==> src/fpc_pkg.sv <==
// Function
// - Divide oscillator by four into phases.
// - Advance counter phase one, capture phase four.
// - Fetch next word while executing current.
// - Hold word from phase one, execute two-four.
// - Read operands phase two, write phase four.
// - Flow changes flush prefetch as forced idle.
// - Counter sixteen bits, low byte mapped.
// - High byte reached only through latch.
// - Increment unless branch, interrupt, low write.
// - Skipped word runs as forced idle.
// - Long call: low from opcode, high latch.
// - Low byte read copies high into latch.
// - Low byte write loads high from latch.
// - Modify-write loads high, leaves latch alone.
// - Jump or call: thirteen bits, latch page.
// - Latch unchanged by returns, vector, modify-write.
package fpc_pkg;

  localparam int          PC_W        = 16;
  localparam int          BYTE_W      = 8;
  localparam int          OP_W        = 16;
  localparam int          JMP_W       = 13;
  localparam int          PAGE_LSB    = 5;
  localparam int          PHASE_DIV   = 4;
  localparam logic [15:0] NOP_WORD    = 16'h0000;
  localparam logic [15:0] RESET_PC    = 16'h0000;
  localparam logic [7:0]  RESET_LATCH = 8'h00;
  localparam logic [7:0]  RESET_DATA  = 8'h00;
  localparam logic [15:0] PC_STEP     = 16'h0001;

  // -----------------------------------------------------------------
  // Phase sequencer states and flags
  // -----------------------------------------------------------------
  typedef enum logic [1:0] {
    PH_ONE,
    PH_TWO,
    PH_THREE,
    PH_FOUR
  } fpc_phase_state_t;

  typedef struct packed {
    logic phase_one;
    logic phase_two;
    logic phase_three;
    logic phase_four;
  } fpc_phase_t;

  // -----------------------------------------------------------------
  // Decoded class of the word in the instruction holding register
  // -----------------------------------------------------------------
  typedef struct packed {
    logic             jump_op;
    logic             call_op;
    logic             long_call_op;
    logic             return_op;
    logic             table_return_op;
    logic             interrupt_return_op;
    logic             skip;
    logic             low_read;
    logic             low_write;
    logic             low_rmw;
    logic             latch_read;
    logic             latch_write;
    logic [7:0]       wr_data;
  } fpc_exec_t;

endpackage : fpc_pkg

==> src/fpc_fetch_ctrl.sv <==
`timescale 1ns/10ps
module fpc_fetch_ctrl #(
  parameter logic [15:0] INT_VECTOR  = 16'h0008,
  parameter int          STACK_DEPTH = 16
) (
  input  wire logic               clk_in,
  input  wire logic               rst_n_in,
  input  wire logic [15:0]        prog_data_in,
  input  wire fpc_pkg::fpc_exec_t exec_in,
  input  wire logic               int_req_in,
  output logic [15:0]             prog_addr_out,
  output logic [15:0]             instruction_holding_register_out,
  output logic                    forced_nop_out,
  output fpc_pkg::fpc_phase_t     phase_out,
  output logic [7:0]              rd_data_out,
  output logic [15:0]             program_counter_out,
  output logic [7:0]              program_counter_high_latch_out,
  output logic                    int_ack_out
);

  // -----------------------------------------------------------------
  // Elaboration checks
  // -----------------------------------------------------------------
  if (STACK_DEPTH < 2) begin : g_bad_stack
    $error("fpc_fetch_ctrl STACK_DEPTH must be at least 2");
  end

  // -----------------------------------------------------------------
  // Phase generator and return stack
  // -----------------------------------------------------------------
  fpc_pkg::fpc_phase_t phase;
  logic                push;
  logic                pop;
  logic [15:0]         push_data;
  logic [15:0]         stack_top;

  fpc_phase_gen u_phase (
    .clk_in    (clk_in),
    .rst_n_in  (rst_n_in),
    .phase_out (phase)
  );

  fpc_stack #(
    .DEPTH (STACK_DEPTH)
  ) u_stack (
    .clk_in       (clk_in),
    .rst_n_in     (rst_n_in),
    .push_in      (push),
    .pop_in       (pop),
    .push_data_in (push_data),
    .top_out      (stack_top)
  );

  // -----------------------------------------------------------------
  // State
  // -----------------------------------------------------------------
  logic [15:0] pc;
  logic [7:0]  latch;
  logic        hold;
  logic        flush;
  logic [15:0] fetch_word;
  logic [15:0] ir;
  logic        ir_nop;
  logic [15:0] prog_addr;
  logic [7:0]  rd_data;
  logic        int_ack;

  logic [15:0] next_pc;
  logic [7:0]  next_latch;
  logic        next_hold;
  logic        next_flush;
  logic [15:0] next_fetch_word;
  logic [15:0] next_ir;
  logic        next_ir_nop;
  logic [15:0] next_prog_addr;
  logic [7:0]  next_rd_data;
  logic        next_int_ack;

  logic        live;
  logic        any_return;
  logic        pc_change;
  logic        take_int;
  logic [15:0] inc_pc;

  // -----------------------------------------------------------------
  // Next-state logic
  // -----------------------------------------------------------------
  always_comb begin
    next_pc         = pc;
    next_latch      = latch;
    next_hold       = hold;
    next_flush      = flush;
    next_fetch_word = fetch_word;
    next_ir         = ir;
    next_ir_nop     = ir_nop;
    next_prog_addr  = prog_addr;
    next_rd_data    = rd_data;
    next_int_ack    = 1'b0;
    push            = 1'b0;
    pop             = 1'b0;
    push_data       = pc;

    // A forced idle word must not act, whatever the decoder says of it.
    live       = !ir_nop;
    any_return = exec_in.return_op | exec_in.table_return_op
               | exec_in.interrupt_return_op;
    pc_change  = live & (exec_in.jump_op | exec_in.call_op
               | exec_in.long_call_op | any_return
               | exec_in.low_write | exec_in.low_rmw);
    // An interrupt waits for a cycle that neither branches nor skips,
    // so the address it saves is always one that must still execute.
    take_int   = int_req_in & !pc_change & !(live & exec_in.skip);
    inc_pc     = hold ? pc : pc + fpc_pkg::PC_STEP;

    // Phase one: retire the fetched word into the holding register and
    // start the next fetch, so fetch and execute overlap.
    if (phase.phase_one) begin
      next_pc        = inc_pc;
      next_prog_addr = inc_pc;
      next_hold      = 1'b0;
      next_flush     = 1'b0;
      if (flush) begin
        next_ir     = fpc_pkg::NOP_WORD;
        next_ir_nop = 1'b1;
      end else begin
        next_ir     = fetch_word;
        next_ir_nop = 1'b0;
      end
    end

    // Phase two: operand reads of the mapped bytes.
    if (phase.phase_two && live) begin
      if (exec_in.low_read || exec_in.low_rmw) begin
        next_rd_data = pc[7:0];
      end else if (exec_in.latch_read) begin
        next_rd_data = latch;
      end
      if (exec_in.low_read && !exec_in.low_rmw) begin
        next_latch = pc[15:8];
      end
    end

    // Phase four: capture the fetch, then apply destination writes and
    // flow changes, which override the increment made in phase one.
    if (phase.phase_four) begin
      next_fetch_word = prog_data_in;
      if (live) begin
        if (exec_in.return_op) begin
          next_pc = stack_top;
          pop     = 1'b1;
        end else if (exec_in.table_return_op
                     || exec_in.interrupt_return_op) begin
          next_pc = stack_top;
          pop     = 1'b1;
        end else if (exec_in.call_op || exec_in.jump_op) begin
          next_pc    = {pc[15:fpc_pkg::JMP_W],
                        ir[fpc_pkg::JMP_W-1:0]};
          next_latch = {pc[15:fpc_pkg::JMP_W],
                        ir[fpc_pkg::JMP_W-1:fpc_pkg::BYTE_W]};
          push       = exec_in.call_op;
        end else if (exec_in.long_call_op) begin
          next_pc = {latch, ir[fpc_pkg::BYTE_W-1:0]};
          push    = 1'b1;
        end else if (exec_in.low_write || exec_in.low_rmw) begin
          next_pc = {latch, exec_in.wr_data};
        end else if (exec_in.latch_write) begin
          next_latch = exec_in.wr_data;
        end
        if (exec_in.skip && !pc_change) begin
          next_flush = 1'b1;
        end
      end
      if (pc_change) begin
        next_flush = 1'b1;
        next_hold  = 1'b1;
      end else if (take_int) begin
        // The vector is forced onto the counter; the latch is untouched.
        next_pc      = INT_VECTOR;
        push         = 1'b1;
        next_flush   = 1'b1;
        next_hold    = 1'b1;
        next_int_ack = 1'b1;
      end
    end
  end

  // -----------------------------------------------------------------
  // Registers
  // -----------------------------------------------------------------
  // After reset the first phase one fetches the reset address without an
  // increment, and the garbage captured before it is flushed.
  always_ff @(posedge clk_in or negedge rst_n_in) begin
    if (!rst_n_in) begin
      pc         <= fpc_pkg::RESET_PC;
      latch      <= fpc_pkg::RESET_LATCH;
      hold       <= 1'b1;
      flush      <= 1'b1;
      fetch_word <= fpc_pkg::NOP_WORD;
      ir         <= fpc_pkg::NOP_WORD;
      ir_nop     <= 1'b1;
      prog_addr  <= fpc_pkg::RESET_PC;
      rd_data    <= fpc_pkg::RESET_DATA;
      int_ack    <= 1'b0;
    end else begin
      pc         <= next_pc;
      latch      <= next_latch;
      hold       <= next_hold;
      flush      <= next_flush;
      fetch_word <= next_fetch_word;
      ir         <= next_ir;
      ir_nop     <= next_ir_nop;
      prog_addr  <= next_prog_addr;
      rd_data    <= next_rd_data;
      int_ack    <= next_int_ack;
    end
  end

  // -----------------------------------------------------------------
  // Outputs
  // -----------------------------------------------------------------
  assign prog_addr_out                    = prog_addr;
  assign instruction_holding_register_out = ir;
  assign forced_nop_out                   = ir_nop;
  assign phase_out                        = phase;
  assign rd_data_out                      = rd_data;
  assign program_counter_out              = pc;
  assign program_counter_high_latch_out   = latch;
  assign int_ack_out                      = int_ack;

endmodule : fpc_fetch_ctrl

==> src/fpc_phase_gen.sv <==
`timescale 1ns/10ps
module fpc_phase_gen (
  input  wire logic        clk_in,
  input  wire logic        rst_n_in,
  output fpc_pkg::fpc_phase_t phase_out
);

  fpc_pkg::fpc_phase_state_t state;
  fpc_pkg::fpc_phase_state_t next_state;
  fpc_pkg::fpc_phase_t       next_phase;

  // -----------------------------------------------------------------
  // Divide by four, one phase flag per oscillator cycle
  // -----------------------------------------------------------------
  always_comb begin
    next_phase = '0;
    case (state)
      fpc_pkg::PH_ONE: begin
        next_state            = fpc_pkg::PH_TWO;
        next_phase.phase_two  = 1'b1;
      end
      fpc_pkg::PH_TWO: begin
        next_state             = fpc_pkg::PH_THREE;
        next_phase.phase_three = 1'b1;
      end
      fpc_pkg::PH_THREE: begin
        next_state            = fpc_pkg::PH_FOUR;
        next_phase.phase_four = 1'b1;
      end
      default: begin
        next_state           = fpc_pkg::PH_ONE;
        next_phase.phase_one = 1'b1;
      end
    endcase
  end

  // Reset sits in phase four so the first cycle after release is phase one.
  always_ff @(posedge clk_in or negedge rst_n_in) begin
    if (!rst_n_in) begin
      state     <= fpc_pkg::PH_FOUR;
      phase_out <= 4'h1;
    end else begin
      state     <= next_state;
      phase_out <= next_phase;
    end
  end

endmodule : fpc_phase_gen

==> src/fpc_stack.sv <==
`timescale 1ns/10ps
module fpc_stack #(
  parameter int DEPTH = 16
) (
  input  wire logic        clk_in,
  input  wire logic        rst_n_in,
  input  wire logic        push_in,
  input  wire logic        pop_in,
  input  wire logic [15:0] push_data_in,
  output logic      [15:0] top_out
);

  localparam int PTR_W = $clog2(DEPTH);

  // -----------------------------------------------------------------
  // Circular return stack
  // -----------------------------------------------------------------
  // Overflow wraps and overwrites the oldest entry, as the core gives
  // software no stack-full trap of its own.
  if (DEPTH < 2 || (DEPTH & (DEPTH - 1)) != 0) begin : g_bad_depth
    $error("fpc_stack DEPTH must be a power of two of at least 2");
  end

  logic [15:0]      mem [DEPTH];
  logic [PTR_W-1:0] ptr;
  logic [PTR_W-1:0] next_ptr;
  logic [PTR_W-1:0] wr_idx;

  always_comb begin
    wr_idx   = ptr + PTR_W'(1);
    next_ptr = ptr;
    if (push_in) begin
      next_ptr = wr_idx;
    end else if (pop_in) begin
      next_ptr = ptr - PTR_W'(1);
    end
  end

  assign top_out = mem[ptr];

  always_ff @(posedge clk_in or negedge rst_n_in) begin
    if (!rst_n_in) begin
      ptr <= '0;
    end else begin
      ptr <= next_ptr;
    end
  end

  // Storage carries no reset; an empty stack reads whatever was last left.
  always_ff @(posedge clk_in) begin
    if (push_in) begin
      mem[wr_idx] <= push_data_in;
    end
  end

endmodule : fpc_stack

==> config.mk <==
export PLATFORM = sky130hd
export DESIGN_NAME = fpc_fetch_ctrl
export DESIGN_NICKNAME = d
export VERILOG_FILES = /design/src/fpc_pkg.sv /design/src/fpc_fetch_ctrl.sv /design/src/fpc_phase_gen.sv /design/src/fpc_stack.sv
export SDC_FILE = /design/constraint.sdc
export NUM_CORES = 1
export LEC_CHECK = 0
export ABC_AREA = 0
export BUFFER_PORTS_ARGS = -buffer_cell sky130_fd_sc_hd__buf_2
export CAP_MARGIN = 40
export CORE_ASPECT_RATIO = 0.5
export CORE_MARGIN = 2
export CORE_UTILIZATION = 50
export CTS_CLUSTER_SIZE = 10
export DETAILED_ROUTE_END_ITERATION = 16
export PLACE_DENSITY = 0.66
export REMOVE_ABC_BUFFERS = 1
export SYNTH_ARGS = -nofsm -noshare
export SYNTH_HDL_FRONTEND = slang
export SYNTH_SLANG_ARGS = --single-unit
==> constraint.sdc <==
create_clock -name clk_in -period 4.8 [get_ports clk_in]
set_clock_uncertainty 0.05 [all_clocks]
set_input_delay 0.72 -clock clk_in [delete_from_list [all_inputs] [get_ports clk_in]]
set_output_delay 0.72 -clock clk_in [all_outputs]
set_load 0.01 [all_outputs]
# --- Word level (Yosys, flattened, before mapping) ---
# Memories as Yosys holds them, arrays and structs flattened.
# Index checks and enable logic that the tools add are counted.
op_classes:
  addsub: 3
  n_eq_ne: 2
  muxes: 59
  bitwise_logic: 11
  reduce_logical: 16
ops:
  columns: ["cell", "count"]
  rows:
  - ["2-to-1 mux 16 bit", 12]
  - ["2-to-1 mux 8 bit", 12]
  - ["2-to-1 mux 1 bit", 32]
  - ["adder 16 x 1 -> 16 bit, second input constant", 1]
  - ["2-to-1 mux 4 bit", 2]
  - ["bitwise OR 1 bit", 7]
  - ["case mux 2 bit (3 select lines)", 1]
  - ["adder 4 x 1 -> 4 bit, second input constant", 1]
  - ["AND 1 bit", 4]
  - ["zero test 1 bit", 4]
  - ["logical OR 1 bit", 4]
  - ["nonzero test 2 bit", 2]
  - ["subtractor 4 x 1 -> 4 bit, second input constant", 1]
  - ["logical AND 1 bit", 3]
  - ["OR reduction 3 bit", 1]
  - ["equality test 2 x 1 -> 1 bit, second input constant", 1]
  - ["equality test 2 bit, second input constant", 1]
  - ["zero test 2 bit", 1]
  - ["AND reduction 2 bit", 1]
word_totals:
  reg_bits: 94
  ram_bits: 256
  inputBits: 39
  output_inout_bits: 70
  memories: 1
mem_list:
  columns: ["name", "depth", "width", "rd", "rd_clocked_by_memory_dff", "wr", "line_no", "source"]
  rows:
  - ["u_stack.mem", 16, 16, 1, 0, 1, "fpc_stack.sv:24", "logic [15:0] mem [DEPTH];"]

# --- Depth between registers and ports, before layout ---
depth:
  ltp_word: 14
  ltp_mapped: 10

# --- Cells and area by module ---
# A second synthesis with hierarchy kept.
unflattened:
  hier_cells: 1003
  area_unflattened_um2: 15267.1
modules_own_cells:
  columns: ["mod", "instances", "cells_per_inst", "area_per_inst_um2"]
  rows:
  - ["fpc_stack", 1, 490, 10294.9]
  - ["fpc_fetch_ctrl", 1, 500, 4750.8]
  - ["fpc_phase_gen", 1, 13, 221.5]

# --- Worst setup path after synthesis ---
# OpenSTA, ideal clock, no wires.
synth_path:
  kind: "in2reg"
  from: "input port exec_in[14] (netlist bit)"
  to: "memory u_stack.mem[4][0] (enable)"
  setup_ns: 0.394
  t_arrival_ns: 2.735
  required_time_ns: 4.356
  slack_ns: 1.621
  stages: 6
  n_path_buf: 1
  cell_sequence: "nor3_4 -> a41oi_1 -> o32ai_2 -> buf_2 -> nand2_1 -> a21oi_1"
synth_via:
  elab_chain_len: 13
synth_lines:
  columns: ["element", "line_no", "source"]
  rows:
  - ["from (decl)", "fpc_fetch_ctrl.sv:9", "input wire fpc_pkg::fpc_exec_t exec_in,"]
  - ["bitwise OR 1 bit", "fpc_fetch_ctrl.sv:106", "| exec_in.interrupt_return_op;"]
  - ["bitwise OR 1 bit", "fpc_fetch_ctrl.sv:108", "| exec_in.long_call_op | any_return"]
  - ["bitwise OR 1 bit (2 in a row)", "fpc_fetch_ctrl.sv:109", "| exec_in.low_write | exec_in.low_rmw);"]
  - ["AND 1 bit", "fpc_fetch_ctrl.sv:107", "pc_change = live & (exec_in.jump_op | exec_in.call_op"]
  - ["zero test 1 bit", "fpc_fetch_ctrl.sv:112", "take_int = int_req_in & !pc_change & !(live & exec_in.skip);"]
  - ["AND 1 bit (2 in a row)", "fpc_fetch_ctrl.sv:112", null]
  - ["2-to-1 mux 1 bit", "fpc_fetch_ctrl.sv:176", "end else if (take_int) begin"]
  - ["2-to-1 mux 1 bit *", "fpc_fetch_ctrl.sv:173", "if (pc_change) begin"]
  - ["2-to-1 mux 1 bit *", "fpc_fetch_ctrl.sv:145", "if (phase.phase_four) begin"]
  - ["2-to-1 mux 1 bit *", "fpc_stack.sv:51", "if (push_in) begin"]
  - ["2-to-1 mux 1 bit (implied by the code) *", "fpc_stack.sv:52", "mem[wr_idx] <= push_data_in;"]
  - ["to (decl)", "fpc_stack.sv:24", null]
# Mark *: on every way between the ends. The rest lies on a longest branch, timed or not.

# --- Worst setup path in the final report ---
layout_path:
  from: "register u_stack.ptr[0]"
  to: "register pc[2], in the netlist program_counter_out[2]"
layout_via:
  elab_chain_len: 7
layout_lines:
  columns: ["element", "line_no", "source"]
  rows:
  - ["from (decl)", "fpc_stack.sv:25", "logic [PTR_W-1:0] ptr;"]
  - ["from (signal assigned)", "fpc_stack.sv:45", "ptr <= next_ptr;"]
  - ["memory read (16 x 16 bit) *", null, null]
  - ["2-to-1 mux 16 bit", "fpc_fetch_ctrl.sv:151", "end else if (exec_in.table_return_op"]
  - ["2-to-1 mux 16 bit *", "fpc_fetch_ctrl.sv:148", "if (exec_in.return_op) begin"]
  - ["2-to-1 mux 16 bit *", "fpc_fetch_ctrl.sv:147", "if (live) begin"]
  - ["2-to-1 mux 16 bit", "fpc_fetch_ctrl.sv:176", null]
  - ["2-to-1 mux 16 bit *", "fpc_fetch_ctrl.sv:173", null]
  - ["2-to-1 mux 16 bit *", "fpc_fetch_ctrl.sv:145", null]
  - ["net next_pc[2]", "fpc_fetch_ctrl.sv:68", "logic [15:0] next_pc;"]
  - ["to (signal assigned)", "fpc_fetch_ctrl.sv:194", "pc <= fpc_pkg::RESET_PC;"]
  - ["to (signal assigned)", "fpc_fetch_ctrl.sv:205", "pc <= next_pc;"]
  - ["to (decl)", "fpc_fetch_ctrl.sv:57", "logic [15:0] pc;"]
# Mark *: on every way through the listed nets, which the timed path passes. The rest lies on a longest branch.
# A chain may end at the register's enable or synchronous reset.

==> results.md <==
* Outcome: complete, no violations
* Worst slew pin tran at 959 ps
* Detailed-route via count at 9195
* Die Area at 31500 um2
* Pwr Total at 9030 uW
* Yosys warning count at 0
* Fin cells at 1487
* Reg2reg setup slack at 1750 ps
* Critical path startpoint category: flop
* Starting density of the core at 0.513
* Design area at 17300 um2
* GRT Total Usage at 0.243
* Level count of the clock H-tree at 2
* Slew HR at 0.358
* Clock-pin slew on the worst setup and hold paths at 50 ps
* Clock Latency Late Sink at 550 ps
* WP data required at 5170 ps
* Sequential cell area at 10100 um2
* Period minus WS final at 3050 ps
* Largest net degree at the start of global routing at 49
* Cell count after placement at 1425
* Cell row count at 44
* First-pass GRT wire length at 57100 um
* Synth Area per Inst at 15.9 um2
* Top cell by count, worst path: a21oi_1
* Hold WC Path Type: input pin to asynchronous set/reset pin
* Count of state elements after synthesis at 350
* CTS max path bufs at 3
* Detailed Place HPWL at 24800 um
* PostCTS Resize Cnt at 0
* Die Height at 127 um
* Area growth syn-to-layout at 14.8%
* Slowest stage delay, CP at 780 ps
* Critical path buffers and inverters at 1
* Root buffer cell: clkbuf_16
* DR iter-0 viols at 885
* P per Cell Area at 524 nW/um2
* Placed Area at 16100 um2
* Residual antenna-violating net count after detailed routing at 0
* CP top delay family: compound AO/OA/AOI/OAI gates
* Share of layout cells above drive strength 1 at 0.297
* Number of nets in the layout at 1126
* Endpoints failing setup at 0
* Ys flop type: edfxtp_1
* Vias in the first global route at 9090
* Routed len/inst at 25.2 um
* Pre-antenna DRT Iters at 5
* CP endpoint kind: flop
* Cell variety after synth at 63
* Register area share after synthesis at 0.669
* Setup TNS at 0 ps
* Worst path arrival time at 3410 ps
* Clk sinks at 350
* Max Cap Viol at 0
* Number of synthesized flops with an enable pin at 256
* Cells after Synth at 947
* Initial antenna violation count at 1
* I/O Buffers at 108
* TritonCTS Buffers at 40
* VDD IR max at 0.268 mV
* DRC violations left at 0
* Slowest-stage cell, CP: dfrtp_4
* Crit Path Max Fanout at 39
* FMAX at 328 MHz
* IO Count at 109
* Cts hold-fix bufs at 0
* Max Slew Vio Count at 0
* Mapped Area at 15000 um2
* Post-layout util at 0.589
* CTS tree: done
* Die extent in x at 249 um
* Antenna cells at 0
* Final Cycle Share at 0.635
* Routability congestion estimate at 0.908
* Vias per cell at 6.18
* Global route overflow at 0
* Leak pwr at 0.00633 uW
* Final wirelength at 37500 um
* Crit-path cells: buf_12 -> mux4_2 -> and2_1 -> a211oi_1 -> a21oi_1 -> o211ai_1 -> a21oi_1
* CORE AREA at 29300 um2
* RSZ-0062 raised after global routing: no
* Async set-or-reset flop fraction in the synthesized netlist at 0.269
* Final Hold Fails at 0
* Post-CTS setup buffer count at 0
* Fill cells at 2262
* Kind of critical path: flop to flop
* Multi-input logic area at 4650 um2
==> state kept, by name, summed over array words and instances (netlist names) <==
register                          flops
rd_data_out                           8
program_counter_high_latch_out        8
forced_nop_out                        1
program_counter_out                  16
u_phase.state                         2
hold                                  1
instruction_holding_register_out     16
u_phase.phase_out                     4
fetch_word                           16
int_ack_out                           1
flush                                 1
u_stack.mem                         256
prog_addr_out                        16
u_stack.ptr                           4
==> layer usage <==
layer / vias up / track usage / routed length, um
met2: 443 / 0.357 / 16400
met5: - / 0 / 0
met1: 4733 / 0.363 / 16500
met4: 0 / 0.0723 / 845
met3: 62 / 0.0601 / 3770
li1: 3957 / - / -
==> cells in the mapped netlist, types with 3 or more instances <==
| library cell | instances | area share |
|---|---|---|
| a22oi_1 | 3 | 0.0015 |
| mux2i_1 | 22 | 0.015 |
| a211oi_1 | 7 | 0.0035 |
| or3_1 | 7 | 0.0029 |
| buf_2 | 16 | 0.0053 |
| o22ai_1 | 24 | 0.010 |
| or2_2 | 3 | 0.0012 |
| nand4_1 | 6 | 0.0025 |
| o211ai_1 | 4 | 0.0020 |
| mux4_2 | 63 | 0.094 |
| buf_6 | 5 | 0.0037 |
| xor2_1 | 11 | 0.0064 |
| nor2_1 | 58 | 0.014 |
| a31o_2 | 16 | 0.0093 |
| a31oi_1 | 9 | 0.0037 |
| and3_1 | 10 | 0.0042 |
| edfxtp_1 | 256 | 0.51 |
| o21ai_0 | 20 | 0.0067 |
| a21oi_1 | 61 | 0.020 |
| mux4_1 | 6 | 0.010 |
| mux2_2 | 31 | 0.023 |
| nand2_1 | 36 | 0.0090 |
| dfrtp_1 | 88 | 0.15 |
| dfstp_2 | 6 | 0.010 |
| nor3_1 | 9 | 0.0030 |
| clkbuf_1 | 29 | 0.0072 |
| a221o_1 | 3 | 0.0020 |
| inv_1 | 11 | 0.0027 |
| buf_1 | 6 | 0.0015 |
| and2_1 | 4 | 0.0017 |
| xnor2_1 | 21 | 0.012 |
| buf_4 | 4 | 0.0020 |
| nand3_1 | 16 | 0.0053 |
| nand2b_1 | 6 | 0.0025 |
| nor2b_1 | 21 | 0.0087 |
| ha_1 | 11 | 0.0092 |
==> layout make-up <==
class | count | share of cell area
clock buffers | 59 | 0.0622
clock inverters | 3 | 0.00261
inverters | 14 | 0.00305
multi-input cells | 523 | 0.269
flip-flops and latches | 350 | 0.583
well taps | 391 | 0.0284
repair buffers | 147 | 0.0516
==> worst paths after layout <==
path / from / end / cells past startpoint
max: u_stack.ptr[0]$_DFFE_PN0P_ / program_counter_out[2]$_DFF_PN0_ / 7
min: rst_n_in / fetch_word[13]$_DFFE_PN0P_ / 1
max reg2reg: u_stack.ptr[0]$_DFFE_PN0P_ / program_counter_out[2]$_DFF_PN0_ / 7
min reg2reg: fetch_word[1]$_DFFE_PN0P_ / instruction_holding_register_out[1]$_DFFE_PN0P_ / 1
max in group asynchronous: rst_n_in / u_phase.phase_out[3]$_DFF_PN0_ / 2
min in group clk_in: prog_data_in[12] / fetch_word[12]$_DFFE_PN0P_ / 2
==> per-stage QoR <==
stage          setup WS (ps)  hold WS (ps)
6_report                1750           154
5_1_grt                 1500           190
4_1_cts                 1730           172
3_5_place_dp            1540           442
3_3_place_gp            1080           436
2_1_floorplan            205           374
==> placed cells by master, fill, tap and decap left out, types with 22 or more instances in the layout <==
cell / instances
dfrtp_1: 85
mux2_2: 31
clkbuf_16: 40
mux4_2: 63
nand2_1: 36
o22ai_1: 24
buf_2: 107
mux2i_1: 22
edfxtp_1: 256
buf_4: 33
nor2_1: 58
a21oi_1: 57
==> worst register-to-register path: stages (launching register included) <==
cell      delay [ps]
dfrtp_4          780
buf_12           380
mux4_2           550
and2_1           180
a211oi_1         510
a21oi_1          190
o211ai_1         200
a21oi_1           90
==> cells by family (layout without fill, tap and decap cells) <==
family                   count (synthesis)  count (layout)  share of synthesized area
XOR/XNOR                                32              32                     0.0187
AO/OA/AOI/OAI                          167             167                     0.0712
AND/OR/NAND/NOR                        191             191                     0.0661
multiplexers                           122             122                      0.143
flip-flops                             350             350                      0.669
adder cells (fa/ha/maj)                 11              11                    0.00916
buffers and inverters                   74             223                     0.0233
==> where the power goes <==
part / leakage [uW] / internal, uW / switching [uW] / total [uW]
logic: 0.00230 / 1020 / 1460 / 2480
clock network: 0.000537 / 1540 / 1160 / 2700
registers: 0.00349 / 3600 / 250 / 3850
Power figures use the tool's default switching activity.
